<file path="src/rtl/byte_alu_regs.vh">
// Constants for the byte ALU and bit-operation datapath
// Overview of operation
// [RULE_01] Add literal to accumulator, update arithmetic flags
// [RULE_02] Add accumulator and file register, update flags
// [RULE_03] Destination bit 0 accumulator, 1 file register
// [RULE_04] AND literal into accumulator, zero flag only
// [RULE_05] AND register to destination, zero flag only
// [RULE_06] Clear indexed bit in register, no flags
// [RULE_07] Set indexed bit in register, no flags
// [RULE_08] Tested bit one: next instruction runs normally
// [RULE_09] Tested bit zero: next becomes no-op, two cycles
// [RULE_10] Carry bit 7, nibble carry bit 3, zero
`ifndef BYTE_ALU_REGS_VH
`define BYTE_ALU_REGS_VH
`define OP_NO_OPERATION 3'h0
`define OP_ADD_LITERAL 3'h1
`define OP_ADD_REGISTER 3'h2
`define OP_AND_LITERAL 3'h3
`define OP_AND_REGISTER 3'h4
`define OP_BIT_CLEAR 3'h5
`define OP_BIT_SET 3'h6
`define OP_BIT_TEST_SKIP 3'h7
`define DEST_ACCUMULATOR 1'h0
`define ACC_RESET 8'h00
`define FLAG_RESET 1'h0
`endif

</file>
<file path="src/rtl/byte_alu_datapath.v">
// Byte ALU datapath: add, AND, bit set/clear and bit-test-skip
`timescale 1ns/1ns
`include "byte_alu_regs.vh"
module byte_alu_datapath #(
   parameter DATA_W = 8,
   parameter ADDR_W = 7
) (
   // Clock and reset
   input wire mclk,
   input wire sys_rst,
   // Decoded instruction from the sequencer
   input wire instr_valid,
   input wire [2:0] opcode,
   input wire [DATA_W-1:0] literal,
   input wire [ADDR_W-1:0] reg_addr,
   input wire dest_sel,
   input wire [2:0] bit_index,
   // File register read port, combinational data at reg_addr
   input wire [DATA_W-1:0] file_rdata,
   // File register write port
   output reg file_we_ff,
   output reg [ADDR_W-1:0] file_waddr_ff,
   output reg [DATA_W-1:0] file_wdata_ff,
   // Accumulator and status
   output reg [DATA_W-1:0] acc_ff,
   output reg carry_ff,
   output reg nibble_overflow_flag_ff,
   output reg zero_ff,
   // Skip request: sequencer runs a no-operation instead of the next word
   output reg skip_next_ff
);

   // Next-state value of every register
   reg [DATA_W-1:0] nxt_acc;
   reg nxt_carry;
   reg nxt_nibble;
   reg nxt_zero;
   reg nxt_we;
   reg [ADDR_W-1:0] nxt_waddr;
   reg [DATA_W-1:0] nxt_wdata;
   reg nxt_skip;

   // Decoded instruction class, all low in a dropped slot except to_register, which follows dest_sel
   reg is_add;
   reg is_and;
   reg is_literal;
   reg is_bit_clear;
   reg is_bit_set;
   reg is_bit_test;
   reg to_register;

   // Datapath intermediates
   reg [DATA_W-1:0] operand;
   reg [DATA_W:0] sum_full;
   reg [4:0] sum_low;
   reg [DATA_W-1:0] and_result;
   reg [DATA_W-1:0] alu_result;
   reg alu_zero;
   reg tested_bit;
   wire [DATA_W-1:0] bit_mask;
   wire exec;
   genvar gi;

   // An instruction in the slot after a taken skip is dropped
   assign exec = instr_valid & ~skip_next_ff; // RULE_09

   // Instruction class decode
   always @* begin
      is_add = 1'b0;
      is_and = 1'b0;
      is_literal = 1'b0;
      is_bit_clear = 1'b0;
      is_bit_set = 1'b0;
      is_bit_test = 1'b0;
      if (exec) begin
         case (opcode)
            `OP_ADD_LITERAL: begin
               is_add = 1'b1; // RULE_01
               is_literal = 1'b1;
            end
            `OP_ADD_REGISTER: begin
               is_add = 1'b1; // RULE_02
            end
            `OP_AND_LITERAL: begin
               is_and = 1'b1; // RULE_04
               is_literal = 1'b1;
            end
            `OP_AND_REGISTER: begin
               is_and = 1'b1; // RULE_05
            end
            `OP_BIT_CLEAR: begin
               is_bit_clear = 1'b1; // RULE_06
            end
            `OP_BIT_SET: begin
               is_bit_set = 1'b1; // RULE_07
            end
            `OP_BIT_TEST_SKIP: begin
               is_bit_test = 1'b1; // RULE_08
            end
            default: begin
               is_add = 1'b0; // No-op changes nothing
            end
         endcase
      end
      // Literal forms always write the accumulator
      to_register = ~is_literal & (dest_sel != `DEST_ACCUMULATOR); // RULE_03
   end

   // Second operand: literal or the addressed file register
   always @* begin
      if (opcode == `OP_ADD_LITERAL || opcode == `OP_AND_LITERAL) begin
         operand = literal;
      end else begin
         operand = file_rdata;
      end
   end

   // One-hot mask of the indexed bit, one decoder cell per bit
   generate
      for (gi = 0; gi < DATA_W; gi = gi + 1) begin : g_mask
         assign bit_mask[gi] = (bit_index == gi); // RULE_06 RULE_07
      end
   endgenerate

   // Adder, AND unit and bit tester
   always @* begin
      sum_full = {1'b0, acc_ff} + {1'b0, operand}; // RULE_01 RULE_02
      sum_low = {1'b0, acc_ff[3:0]} + {1'b0, operand[3:0]}; // RULE_10
      and_result = acc_ff & operand; // RULE_04 RULE_05
      if (is_add) begin
         alu_result = sum_full[DATA_W-1:0];
      end else begin
         alu_result = and_result;
      end
      alu_zero = (alu_result == {DATA_W{1'b0}}); // RULE_10
      // Bit under test, picked through the mask
      tested_bit = |(file_rdata & bit_mask); // RULE_08
   end

   // Accumulator next value
   always @* begin
      nxt_acc = acc_ff;
      if ((is_add | is_and) & ~to_register) begin
         nxt_acc = alu_result; // RULE_01 RULE_03 RULE_04
      end
   end

   // Status flags; bit operations and no-op leave them alone
   always @* begin
      nxt_carry = carry_ff;
      nxt_nibble = nibble_overflow_flag_ff;
      nxt_zero = zero_ff;
      if (is_add) begin
         nxt_carry = sum_full[DATA_W]; // RULE_10
         nxt_nibble = sum_low[4]; // RULE_10
      end
      if (is_add | is_and) begin
         nxt_zero = alu_zero; // RULE_04 RULE_05 RULE_10
      end
   end

   // File register write port
   always @* begin
      nxt_we = 1'b0;
      nxt_wdata = file_wdata_ff;
      nxt_waddr = reg_addr;
      if ((is_add | is_and) & to_register) begin
         nxt_we = 1'b1; // RULE_03 RULE_05
         nxt_wdata = alu_result;
      end else if (is_bit_clear) begin
         nxt_we = 1'b1;
         nxt_wdata = file_rdata & ~bit_mask; // RULE_06
      end else if (is_bit_set) begin
         nxt_we = 1'b1;
         nxt_wdata = file_rdata | bit_mask; // RULE_07
      end
   end

   // Skip request holds until the next slot consumes it
   always @* begin
      nxt_skip = skip_next_ff;
      if (instr_valid) begin
         nxt_skip = is_bit_test & ~tested_bit; // RULE_08 RULE_09
      end
   end

   // Accumulator register
   always @(posedge mclk or posedge sys_rst) begin
      if (sys_rst) begin
         acc_ff <= `ACC_RESET;
      end else begin
         acc_ff <= nxt_acc;
      end
   end

   // Status flag registers
   always @(posedge mclk or posedge sys_rst) begin
      if (sys_rst) begin
         carry_ff <= `FLAG_RESET;
         nibble_overflow_flag_ff <= `FLAG_RESET;
         zero_ff <= `FLAG_RESET;
      end else begin
         carry_ff <= nxt_carry;
         nibble_overflow_flag_ff <= nxt_nibble;
         zero_ff <= nxt_zero;
      end
   end

   // Write port registers, the strobe lasts one cycle
   always @(posedge mclk or posedge sys_rst) begin
      if (sys_rst) begin
         file_we_ff <= 1'b0;
         file_waddr_ff <= {ADDR_W{1'b0}};
         file_wdata_ff <= {DATA_W{1'b0}};
      end else begin
         file_we_ff <= nxt_we;
         file_waddr_ff <= nxt_waddr;
         file_wdata_ff <= nxt_wdata;
      end
   end

   // Skip request register
   always @(posedge mclk or posedge sys_rst) begin
      if (sys_rst) begin
         skip_next_ff <= 1'b0;
      end else begin
         skip_next_ff <= nxt_skip; // RULE_09
      end
   end

endmodule

</file>
<file path="config.mk">
export PLATFORM = sky130hd
export DESIGN_NAME = byte_alu_datapath
export DESIGN_NICKNAME = d
export VERILOG_FILES = /design/src/rtl/byte_alu_datapath.v
export VERILOG_INCLUDE_DIRS = /design/src /design/src/rtl
export SDC_FILE = /design/constraint.sdc
export NUM_CORES = 1
export LEC_CHECK = 0
export ABC_AREA = 1
export BUFFER_PORTS_ARGS = -buffer_cell sky130_fd_sc_hd__buf_2
export CAP_MARGIN = 20
export CORE_MARGIN = 2
export CORE_UTILIZATION = 30
export CTS_CLUSTER_SIZE = 14
export DETAILED_ROUTE_END_ITERATION = 6
export PLACE_DENSITY = 0.61
export SETUP_SLACK_MARGIN = 0.3
export SYNTH_ARGS = -nofsm -noshare
export SYNTH_HDL_FRONTEND = slang
export SYNTH_SLANG_ARGS = --single-unit
</file>
<file path="constraint.sdc">
create_clock -name mclk -period 2.1 [get_ports mclk]
set_clock_uncertainty 0.15 [all_clocks]
set_input_delay 0.105 -clock mclk [delete_from_list [all_inputs] [get_ports mclk]]
set_output_delay 0.105 -clock mclk [all_outputs]
set_load 0.005 [all_outputs]
</file>
==> reports/qor.txt, run 1 <==
Pin count of the biggest net entering global routing: 29
Maxcap violations: 0
DR WL/cell: 13.65 um
Layout cells sized above 1: 43.44%
Slew headroom: 74.78%
Buffers and inverters on the worst path: 2
Cell mode on critical path: nand2_2
CP max stage cell: dfrtp_1
Class of the worst hold path: in2reg
CTS Buf Count: 3
Sequential Area: 701.9 um2
Clock transition at path regs: 0.11 ns
Initial Utilization: 31.56%
Initial antenna violation count: 0
Total Power: 2.150 mW
PortBufs: 60
Die X: 83.39 um
Area after DPL: 2427 um2
Fin crit period: 1.891 ns
DRT Pass-1 Iters: 4
Worst-path fanout max: 3
Synth Area per Inst: 6.976 um2
CTS Root Cell: clkbuf_8
Post-DP HPWL: 4.375 mm
Cell Count, Final, Fillers Out: 441
Final ANT Viol Nets: 0
Worst endpoint data arrival time: 1.92 ns
Clk_lat worst skew: 0.29 ns
Post-synth EDFFs: 0
Syn Nets: 314
Iteration-0 DRC Markers: 89
Count of different cell masters after synthesis: 28
Hold Violations, Final: 0
Vias: 2,170
RSZ-0062 raised after global routing: yes
Most frequent cell after synthesis: nand2_1
Gpl congestion: 0.8602
N_diodes: 0
Clk sinks: 28
Peak VDD IR: 428.4 uV
CP peak stage delay: 0.36 ns
Final net count: 410
Synth Cell Area: 1891 um2
Setup crit start kind: register
GRT Overall Usage: 16.97%
Flops & latches, synth: 28
Worst slew pin tran: 0.3783 ns
TNS Setup: 0 ns
Register area share after synthesis: 37.06%
Synth cell count leaders: 75 x nand2_1, 39 x inv_1, 29 x nand3_1
Post-synthesis cell count: 271
Status: complete, no violations
Warnings, synthesis: 0
Post-route clock period utilization: 90.07%
DRC: 0
First-pass GRT wire length: 9.756 mm
PD cells: 739.1 nW/um2
Commonest register cell after synthesis: dfrtp_1
Die height: 83.39 um
Vias in the first global route: 2,111
Crit path kind: reg2reg
Max Transition Viols Final: 0
H-Tree Level Count: 1
CP delay by family, top: simple AND/OR/NAND/NOR gates
Area grow syn2layout: 53.87%
Filler Cell Count: 610
Asr flop ratio synth: 100.0%
Synth top area share: 37.06%
Footprint of the multi-input gates: 1260 um2
Die area: 6953 um2
Detailed Route WL: 6.018 mm
Top cells by area, synth: dfrtp_1 37%, nand2_1 15%, inv_1 7.7%
Core area: 5991 um2
Via density: 4.921
WP data required: 2.13 ns
Final setup viols: 0
Achievable Freq: 528.7 MHz
Placed cell count: 417
Design Area, Final: 2909 um2
Clock Path Buffers: 2
Cell taking the most area after synthesis: dfrtp_1
I/O pins: 61
Crit. End Element: register
CTS tree: yes
Pleak: 1.515 nW
# rows: 28
GRT Residual Overflow: 0
CP Cell Sequence: ha_2 > inv_2 > fa_2 > inv_2 > nand2_2 > nand2_2 > nand3_2 > nand2_2 > nand2_2 > nand3_2 > nand2_2 > nand4_1 > nand2_1
[layout make-up]
type / instances / share of cell area [%]
Multi-Input combinational cell: 196 / 43.31
Tap cell: 75 / 3.226
Clock buffer: 3 / 1.419
Timing Repair Buffer: 94 / 20.65
Clock inverter: 1 / 1.032
Sequential cell: 28 / 24.13
Inverter: 44 / 6.237
[per-stage QoR]
stage | setup slack [ns] | hold slack, ns | util [%]
2_1_floorplan | 0.1974 | -0.01357 | -
3_3_place_gp | -0.03793 | 0.04738 | 40.52
3_5_place_dp | -0.06703 | 0.05045 | 40.52
4_1_cts | 0.2460 | 0.08168 | 45.07
5_1_grt | 0.08576 | 0.1159 | 48.56
6_report | 0.2085 | 0.08911 | 48.56
[metal layers]
| layer | up-vias | global-route usage [%] | share of wire [%] |
|---|---|---|---|
| li1 | 1067 | - | - |
| met1 | 1031 | 21.95 | 44 |
| met2 | 66 | 29.69 | 50 |
| met3 | 6 | 2.485 | 5.0 |
| met4 | 0 | 4.024 | 0.91 |
| met5 | - | 0 | 0 |
[where the power goes]
part	switching, mW	total, mW	internal, mW
clock	0.187	0.443	0.256
sequential	0.0673	0.706	0.638
combinational	0.539	1.00	0.462
total	0.794	2.15	1.36
[flip-flops by register name, summed over array words and instances (netlist names)]
register	flops
skip_next_ff	1
zero_ff	1
file_wdata_ff	8
nibble_overflow_flag_ff	1
file_waddr_ff	7
acc_ff	8
carry_ff	1
file_we_ff	1
[cell usage in the layout, fill, tap and decap left out, drive strengths merged]
| master | count |
|---|---|
| buf | 85 |
| nand2 | 79 |
| inv | 44 |
| nand3 | 30 |
| dfrtp | 28 |
| nor2 | 28 |
| o21ai | 17 |
| a21oi | 12 |
| dlygate4sd3 | 9 |
| ha | 9 |
| o211ai | 4 |
| o22ai | 4 |
| o221ai | 4 |
| clkbuf | 3 |
| or2 | 3 |
| nand4 | 2 |
| nand3b | 1 |
| nor3 | 1 |
| a31oi | 1 |
| fa | 1 |
| bufinv | 1 |
[worst paths after layout]
kind / from / to / slack (ns) / cells after the start
max in group asynchronous: sys_rst / acc_ff[5]$_DFFE_PP0P_ / 1.23 / 4
max reg2reg: acc_ff[0]$_DFFE_PP0P_ / zero_ff$_DFFE_PP0P_ / 0.21 / 13
min reg2reg: file_wdata_ff[0]$_DFFE_PP0P_ / file_wdata_ff[0]$_DFFE_PP0P_ / 0.35 / 2
min: file_rdata[1] / file_wdata_ff[1]$_DFFE_PP0P_ / 0.09 / 5
min in group asynchronous: sys_rst / file_waddr_ff[0]$_DFF_PP0_ / 0.28 / 4
max: acc_ff[0]$_DFFE_PP0P_ / zero_ff$_DFFE_PP0P_ / 0.21 / 13
[worst reg2reg max path, delay by kind of cell, from the launching register on]
| kind | cells | cell delay [ns] |
|---|---|---|
| buf+inv | 2 | 0.13 |
| simple gates | 9 | 0.64 |
| flops | 1 | 0.36 |
| fa+ha+maj | 2 | 0.52 |
[logic make-up after synthesis]
family | Yosys count | share of synthesized area, %
DFF | 28 | 37.06
buffers and inverters | 47 | 9.596
and+or+nand+nor | 144 | 33.36
adders and majority gates | 10 | 7.015
AOI/OAI and AO/OA | 42 | 12.97
[repair_timing]
| item | in CTS | in global routing |
|---|---|---|
| buffers inserted | 6 | 5 |
| hold buffers | 9 | 0 |
| endpoints found under the setup margin | 17 | 19 |
| pin swaps | 8 | 14 |
| resized for setup | 13 | 46 |
| hold endpoints to repair | 36 | 0 |
Power figures use the tool's default switching activity.
==> inputs of run 2 (changes only) <==
--- a/config.mk
+++ b/config.mk
@@ -7,8 +7,10 @@
 export NUM_CORES = 1
 export LEC_CHECK = 0
 export ABC_AREA = 1
+export ABC_CLOCK_PERIOD_IN_PS = 2100
 export BUFFER_PORTS_ARGS = -buffer_cell sky130_fd_sc_hd__buf_2
 export CAP_MARGIN = 20
+export CORE_ASPECT_RATIO = 1.1
 export CORE_MARGIN = 2
 export CORE_UTILIZATION = 30
 export CTS_CLUSTER_SIZE = 14
==> run 2 against run 1 <==
Effect of this change:
- die area hardly changed
- maximum frequency decreased by 1.0%
- clock-buffer cell count unchanged
- design area is 0.26% higher
- global-route usage down 0.65 points
- total power about the same
- flip-flop and latch count stayed put
- worst hold slack got worse by 0.012 ns
- core utilization down 0.89 points
- clock power is 0.9% lower
- register-to-register slack got worse by 0.02 ns
- sequential share of layout area shrank 0.062 points
- highest routed layer unchanged
==> reports/qor.txt, run 2 (synthesis results as in run 1) <==
Sequential Area: 701.9 um2 (unchanged)
Final setup viols: 0 (unchanged)
Initial Utilization: 30.90% (-0.66 points)
CTS Root Cell: clkbuf_8
Peak VDD IR: 330.9 uV (-23%)
Final net count: 408 (-0.49%)
Area grow syn2layout: 54.27%
Cells on worst reg2reg path: 11 (-2)
Reg power frac: 33.0% (+0.2 points)
PortBufs: 60 (unchanged)
CP peak stage delay: 0.52 ns (+0.16 ns)
I/O pins: 61 (unchanged)
CP Cell Sequence: ha_2 > inv_2 > fa_2 > inv_2 > nand2_2 > nand2_2 > nor2_1 > nand2_1 > nor2_1 > nand4_1 > nand2_1
Reg-to-reg critical path endpoint: zero_ff$_DFFE_PP0P_
Worst slew pin tran: 0.4417 ns (+0.06346 ns)
Worst endpoint data arrival time: 1.99 ns (+0.07 ns)
Clock Path Buffers: 2 (unchanged)
Clock power frac: 20.4% (-0.2 points)
Via density: 4.761 (-3.2%)
CP max stage cell: fa_2
Critical Path Start: acc_ff[0]$_DFFE_PP0P_
First-pass GRT wire length: 8.894 mm (-8.8%)
Initial antenna violation count: 0 (unchanged)
Crit. End Element: register
Layout cells sized above 1: 43.13% (-0.31 points)
Most common cell after layout, fill and taps aside: nand2_1
Iteration-0 DRC Markers: 84 (-5.6%)
Maxcap violations: 0 (unchanged)
Max Transition Viols Final: 0 (unchanged)
Switch share: 36.73% (-0.19 points)
WP data required: 2.18 ns (+0.05 ns)
Design Area, Final: 2917 um2 (+0.26%)
Most frequent cells in the layout: 62 x nand2_1, 59 x buf_2, 35 x inv_1
Pleak: 1.510 nW (-0.33%)
Core area: 6118 um2 (+2.1%)
Post-route clock period utilization: 91.02% (+0.95 points)
RSZ-0062 raised after global routing: yes
Fin util: 47.67% (-0.89 points)
Fin crit period: 1.911 ns (+0.01997 ns)
N_diodes: 0 (unchanged)
Setup crit start kind: register
Filler Cell Count: 618 (+1.3%)
Worst R2R Setup Slack: 0.19 ns (-0.02 ns)
Crit path kind: reg2reg
GRT Overall Usage: 16.32% (-0.65 points)
# rows: 30 (+7.1%)
Critical path endpoint: zero_ff$_DFFE_PP0P_
CTS Buf Count: 3 (unchanged)
Die area: 6954 um2 (about the same)
Post-DP HPWL: 4.229 mm (-3.3%)
Clk_lat worst skew: 0.28 ns (about the same)
GRT Residual Overflow: 0 (unchanged)
Vias: 2,114 (-2.6%)
Die X: 79.69 um (-4.4%)
Detailed Route WL: 5.765 mm (-4.2%)
Pin count of the biggest net entering global routing: 29 (unchanged)
Clock transition at path regs: 0.11 ns (about the same)
Comb pwr share: 46.5% (about the same)
Placed cell count: 423 (+1.4%)
Status: complete, no violations
Internal cell power: 1.361 mW (+0.35%)
Achievable Freq: 523.2 MHz (-1.0%)
Slew headroom: 70.55% (-4.2 points)
Hold Violations, Final: 0 (unchanged)
Area after DPL: 2441 um2 (+0.57%)
Vias in the first global route: 1,917 (-9.2%)
Worst-path fanout max: 3 (unchanged)
H-Tree Level Count: 1 (unchanged)
Class of the worst hold path: in2reg
TNS Setup: 0 ns (unchanged)
Clk sinks: 28 (unchanged)
Net Switching: 0.7902 mW (-0.47%)
CTS tree: yes
DR WL/cell: 12.98 um (-4.9%)
PD cells: 737.6 nW/um2 (-0.21%)
DRT Pass-1 Iters: 4 (unchanged)
Footprint of the multi-input gates: 1276 um2 (+1.3%)
Gpl congestion: 0.8448 (-1.8%)
Die height: 87.26 um (+4.6%)
Worst R2R Start: acc_ff[0]$_DFFE_PP0P_
DRC: 0 (unchanged)
Final ANT Viol Nets: 0 (unchanged)
Top Registers: acc_ff x8, file_wdata_ff x8, file_waddr_ff x7
Cell Count, Final, Fillers Out: 444 (+0.68%)
-- run 2: cell types whose count changed in the layout (fill, tap and decap cells not counted), moves of 2 or more --
cell,delta
nand3_1,-4
nand3_2,+4
nand2_2,-5
o221ai_2,-2
nor2_2,+2
nand2_1,+5
o221ai_1,+2
buf_4,-2
-- run 2: cell type report --
class                   instances  area share [%]
flip-flops and latches         28           24.07
repair buffers                 92           20.08
clock buffers                   3           1.416
clock inverters                 1           1.030
multi-input cells             196           43.76
well taps                      80           3.432
inverters                      44           6.221
-- run 2: metal layers --
layer,wire [um],part of all wire [%],global-route usage (%),vias to the layer above
met5,0,0,0,-
met1,2591,45,22.01,973
li1,-,-,-,1065
met4,73,1.3,3.135,0
met2,2757,48,27.50,66
met3,342,5.9,2.905,10
-- run 2: timing repair --
action	4_1_cts	5_1_grt
pin swaps	7	17
setup endpoints to repair	14	19
hold endpoints to repair	36	0
buffers inserted	3	5
resized for setup	8	54
hold buffers	9	0
-- run 2: worst min-delay path by stage --
stage                     cells past startpoint          start                           end  slack [ns]
final                                         5  file_rdata[1]  file_wdata_ff[1]$_DFFE_PP0P_        0.08
after floorplan                               0    reg_addr[0]    file_waddr_ff[0]$_DFF_PP0_       -0.01
after detailed placement                      3        sys_rst    file_waddr_ff[0]$_DFF_PP0_        0.05
after CTS                                     5  file_rdata[1]  file_wdata_ff[1]$_DFFE_PP0P_        0.07
after global placement                        3        sys_rst          file_we_ff$_DFF_PP0_        0.05
after global routing                          5       dest_sel  file_wdata_ff[1]$_DFFE_PP0P_        0.08
-- run 2: stage by stage --
stage / worst slack (ns) / power [mW] / hold slack, ns
final: 0.1885 / 2.151 / 0.07688
after global routing: 0.07674 / 2.307 / 0.08487
after CTS: 0.1976 / 1.978 / 0.07240
after detailed placement: -0.07243 / 1.485 / 0.04976
after global placement: -0.05038 / 1.479 / 0.04744
after floorplan: 0.1974 / 1.174 / -0.01357
-- run 2: critical path: cells and delay by family, from the launching register on --
kind	cells	cell delay [ns]
adder cells (fa/ha/maj)	2	0.71
AND/OR/NAND/NOR	7	0.54
flip-flops	1	0.38
buffers and inverters	2	0.07
-- run 2: power by group through the flow --
stage | registers (mW) | logic (mW) | clock network (mW)
detailed placement | 0.717 | 0.768 | 0
finish | 0.711 | 1.00 | 0.439
global route | 0.723 | 1.11 | 0.470
global placement | 0.714 | 0.765 | 0
floorplan | 0.716 | 0.457 | 0
CTS | 0.704 | 0.822 | 0.452
==> inputs of run 3 (changes only) <==
--- a/config.mk
+++ b/config.mk
@@ -7,7 +7,7 @@
 export NUM_CORES = 1
 export LEC_CHECK = 0
 export ABC_AREA = 1
-export ABC_CLOCK_PERIOD_IN_PS = 2100
+export ABC_CLOCK_PERIOD_IN_PS = 2480
 export BUFFER_PORTS_ARGS = -buffer_cell sky130_fd_sc_hd__buf_2
 export CAP_MARGIN = 20
 export CORE_ASPECT_RATIO = 1.1
==> constraint.sdc (replaced) <==
create_clock -name mclk -period 2.48 [get_ports mclk]
set_clock_uncertainty 0.15 [all_clocks]
set_input_delay 0.124 -clock mclk [delete_from_list [all_inputs] [get_ports mclk]]
set_output_delay 0.124 -clock mclk [all_outputs]
set_load 0.005 [all_outputs]
==> run 3 against run 2 <==
Effect of this change:
- register-to-register slack better by 0.31 ns
- die area unchanged
- critical path type unchanged
- core utilization down 7.5 points
- combinational power down 39%
==> reports/qor.txt, run 3 (synthesis results as in run 1) <==
Post-route clock period utilization: 79.85% (-11 points)
Clk_lat worst skew: 0.28 ns (about the same)
Pin count of the biggest net entering global routing: 29 (unchanged)
Final net count: 387 (-5.1%)
Die X: 79.69 um (unchanged)
Core area: 6118 um2 (unchanged)
H-Tree Level Count: 1 (unchanged)
Maxcap violations: 0 (unchanged)
Clock Path Buffers: 2 (unchanged)
CP max stage cell: fa_2
Area grow syn2layout: 30.05%
CTS Root Cell: clkbuf_8
Crit. End Element: register
Achievable Freq: 505.0 MHz (-3.5%)
Stages on the worst setup path: 11 (unchanged)
Die area: 6954 um2 (unchanged)
Worst R2R Setup Slack: 0.50 ns (+0.31 ns)
CP delay by family, top: adder cells
Pre-CTS setup slack: 0.2089 ns (+0.2813 ns)
Clock transition at path regs: 0.11 ns (about the same)
Net Switching: 0.5617 mW (-29%)
Slew headroom: 66.47% (-4.1 points)
Class of the worst hold path: in2reg
Vias in the first global route: 1,883 (-1.8%)
Initial antenna violation count: 0 (unchanged)
Initial Utilization: 30.90% (unchanged)
N_diodes: 0 (unchanged)
Top Registers: acc_ff x8, file_wdata_ff x8, file_waddr_ff x7
WP data required: 2.56 ns (+0.38 ns)
CP Cell Sequence: ha_2 > inv_1 > fa_2 > inv_1 > nand2_1 > nand2_1 > nor2_1 > nand2_1 > nor2_2 > nand4_1 > nand2_1
RSZ-0062 raised after global routing: no
Worst-path fanout max: 3 (unchanged)
Final setup viols: 0 (unchanged)
Post-DP HPWL: 4.214 mm (-0.36%)
Final ANT Viol Nets: 0 (unchanged)
Worst slew pin tran: 0.5024 ns (+0.06063 ns)
Max Transition Viols Final: 0 (unchanged)
Total Power: 1.572 mW (-27%)
Via density: 4.690 (-1.5%)
Most common cell after layout, fill and taps aside: nand2_1
Switch share: 35.73% (-1.0 points)
Pleak: 1.357 nW (-10%)
Vias: 1,984 (-6.1%)
# rows: 30 (unchanged)
Detailed Route WL: 5.175 mm (-10%)
Fin crit period: 1.980 ns (+0.06888 ns)
Setup crit start kind: register
TNS Setup: 0 ns (unchanged)
Cells on worst reg2reg path: 11 (unchanged)
Status: complete, no violations
GRT Residual Overflow: 0 (unchanged)
DRC: 0 (unchanged)
GRT Overall Usage: 15.44% (-0.88 points)
Internal cell power: 1.010 mW (-26%)
CTS tree: yes
First-pass GRT wire length: 8.528 mm (-4.1%)
Crit path kind: reg2reg
Iteration-0 DRC Markers: 126 (+50%)
Comb pwr share: 38.6% (-7.9 points)
Gpl congestion: 0.8642 (+2.3%)
DR WL/cell: 12.23 um (-5.8%)
Layout cells sized above 1: 25.66% (-17 points)
CP peak stage delay: 0.51 ns (about the same)
Cell mode on critical path: nand2_1
Peak VDD IR: 265.9 uV (-20%)
CTS Buf Count: 3 (unchanged)
PortBufs: 60 (unchanged)
Hold path depth: 5 (unchanged)
Buffers and inverters on the worst path: 2 (unchanged)
PnR worst setup slack: 0.4997 ns (+0.3111 ns)
PD cells: 639.4 nW/um2 (-13%)
Reg power frac: 37.8% (+4.8 points)
Most frequent cells in the layout: 75 x nand2_1, 60 x buf_2, 38 x inv_1
Die height: 87.26 um (unchanged)
Clock power frac: 23.5% (+3.1 points)
Worst endpoint data arrival time: 2.06 ns (+0.07 ns)
Clk sinks: 28 (unchanged)
Hold Violations, Final: 0 (unchanged)
I/O pins: 61 (unchanged)
DRT Pass-1 Iters: 4 (unchanged)
## run 3: changes by cell type in the layout (fill, tap and decap cells not counted), sizes merged
cell  change
buf      -21
## run 3: cell type report
| class | instances | area (um2) |
|---|---|---|
| clock buffer | 3 | 41.29 |
| clock inverter | 1 | 30.03 |
| fill | 668 | 3660 |
| inverter | 44 | 165.2 |
| multi-input combinational | 196 | 1016 |
| sequential | 28 | 700.7 |
| tap | 80 | 100.1 |
| timing repair buffer | 71 | 405.4 |
## run 3: power by group through the flow
stage	logic [mW]	clock network, mW	registers (mW)
after detailed placement	0.596	0	0.605
after global routing	0.704	0.396	0.607
after floorplan	0.376	0	0.606
after CTS	0.610	0.375	0.596
final	0.607	0.370	0.595
after global placement	0.588	0	0.604
## run 3: metal layers
layer / GRT usage (%) / share of wire [%] / up-vias / wire length [um]
li1: - / - / 1018 / -
met1: 21.55 / 48 / 900 / 2487
met2: 25.21 / 45 / 60 / 2306
met3: 2.075 / 6.1 / 6 / 318
met4: 3.918 / 1.2 / 0 / 61
met5: 0 / 0 / - / 0
## run 3: tightest hold or removal path: stages
cell      delay, ns
buf_2          0.10
inv_1          0.05
nand2_1        0.06
o211ai_1       0.07
nand3_1        0.08
## run 3: path summary, 6_finish.rpt
kind                                               from                            to
max                               acc_ff[0]$_DFFE_PP0P_           zero_ff$_DFFE_PP0P_
min                                       file_rdata[1]  file_wdata_ff[1]$_DFFE_PP0P_
max reg2reg                       acc_ff[0]$_DFFE_PP0P_           zero_ff$_DFFE_PP0P_
min reg2reg                file_wdata_ff[1]$_DFFE_PP0P_  file_wdata_ff[1]$_DFFE_PP0P_
max in group asynchronous                       sys_rst      skip_next_ff$_DFFE_PP0P_
min in group asynchronous                       sys_rst         acc_ff[7]$_DFFE_PP0P_
## run 3: through the flow
step           std cells  hold slack (ns)  utilization, %  cell area [um2]
2_1_floorplan        271         0.005430               -             1891
3_3_place_gp         410          0.06363           37.42             2290
3_5_place_dp         410          0.07122           37.42             2290
4_1_cts              423          0.09045           40.06             2451
5_1_grt              423           0.1291           40.18             2459
6_report             423          0.08767           40.18             2459
## run 3: what timing repair did
item / 4_1_cts / 5_1_grt
resized for setup: 0 / 4
hold buffers: 9 / 0
setup endpoints to repair: 0 / 3
endpoints found under the hold margin: 36 / 0
buffers inserted: 0 / 0
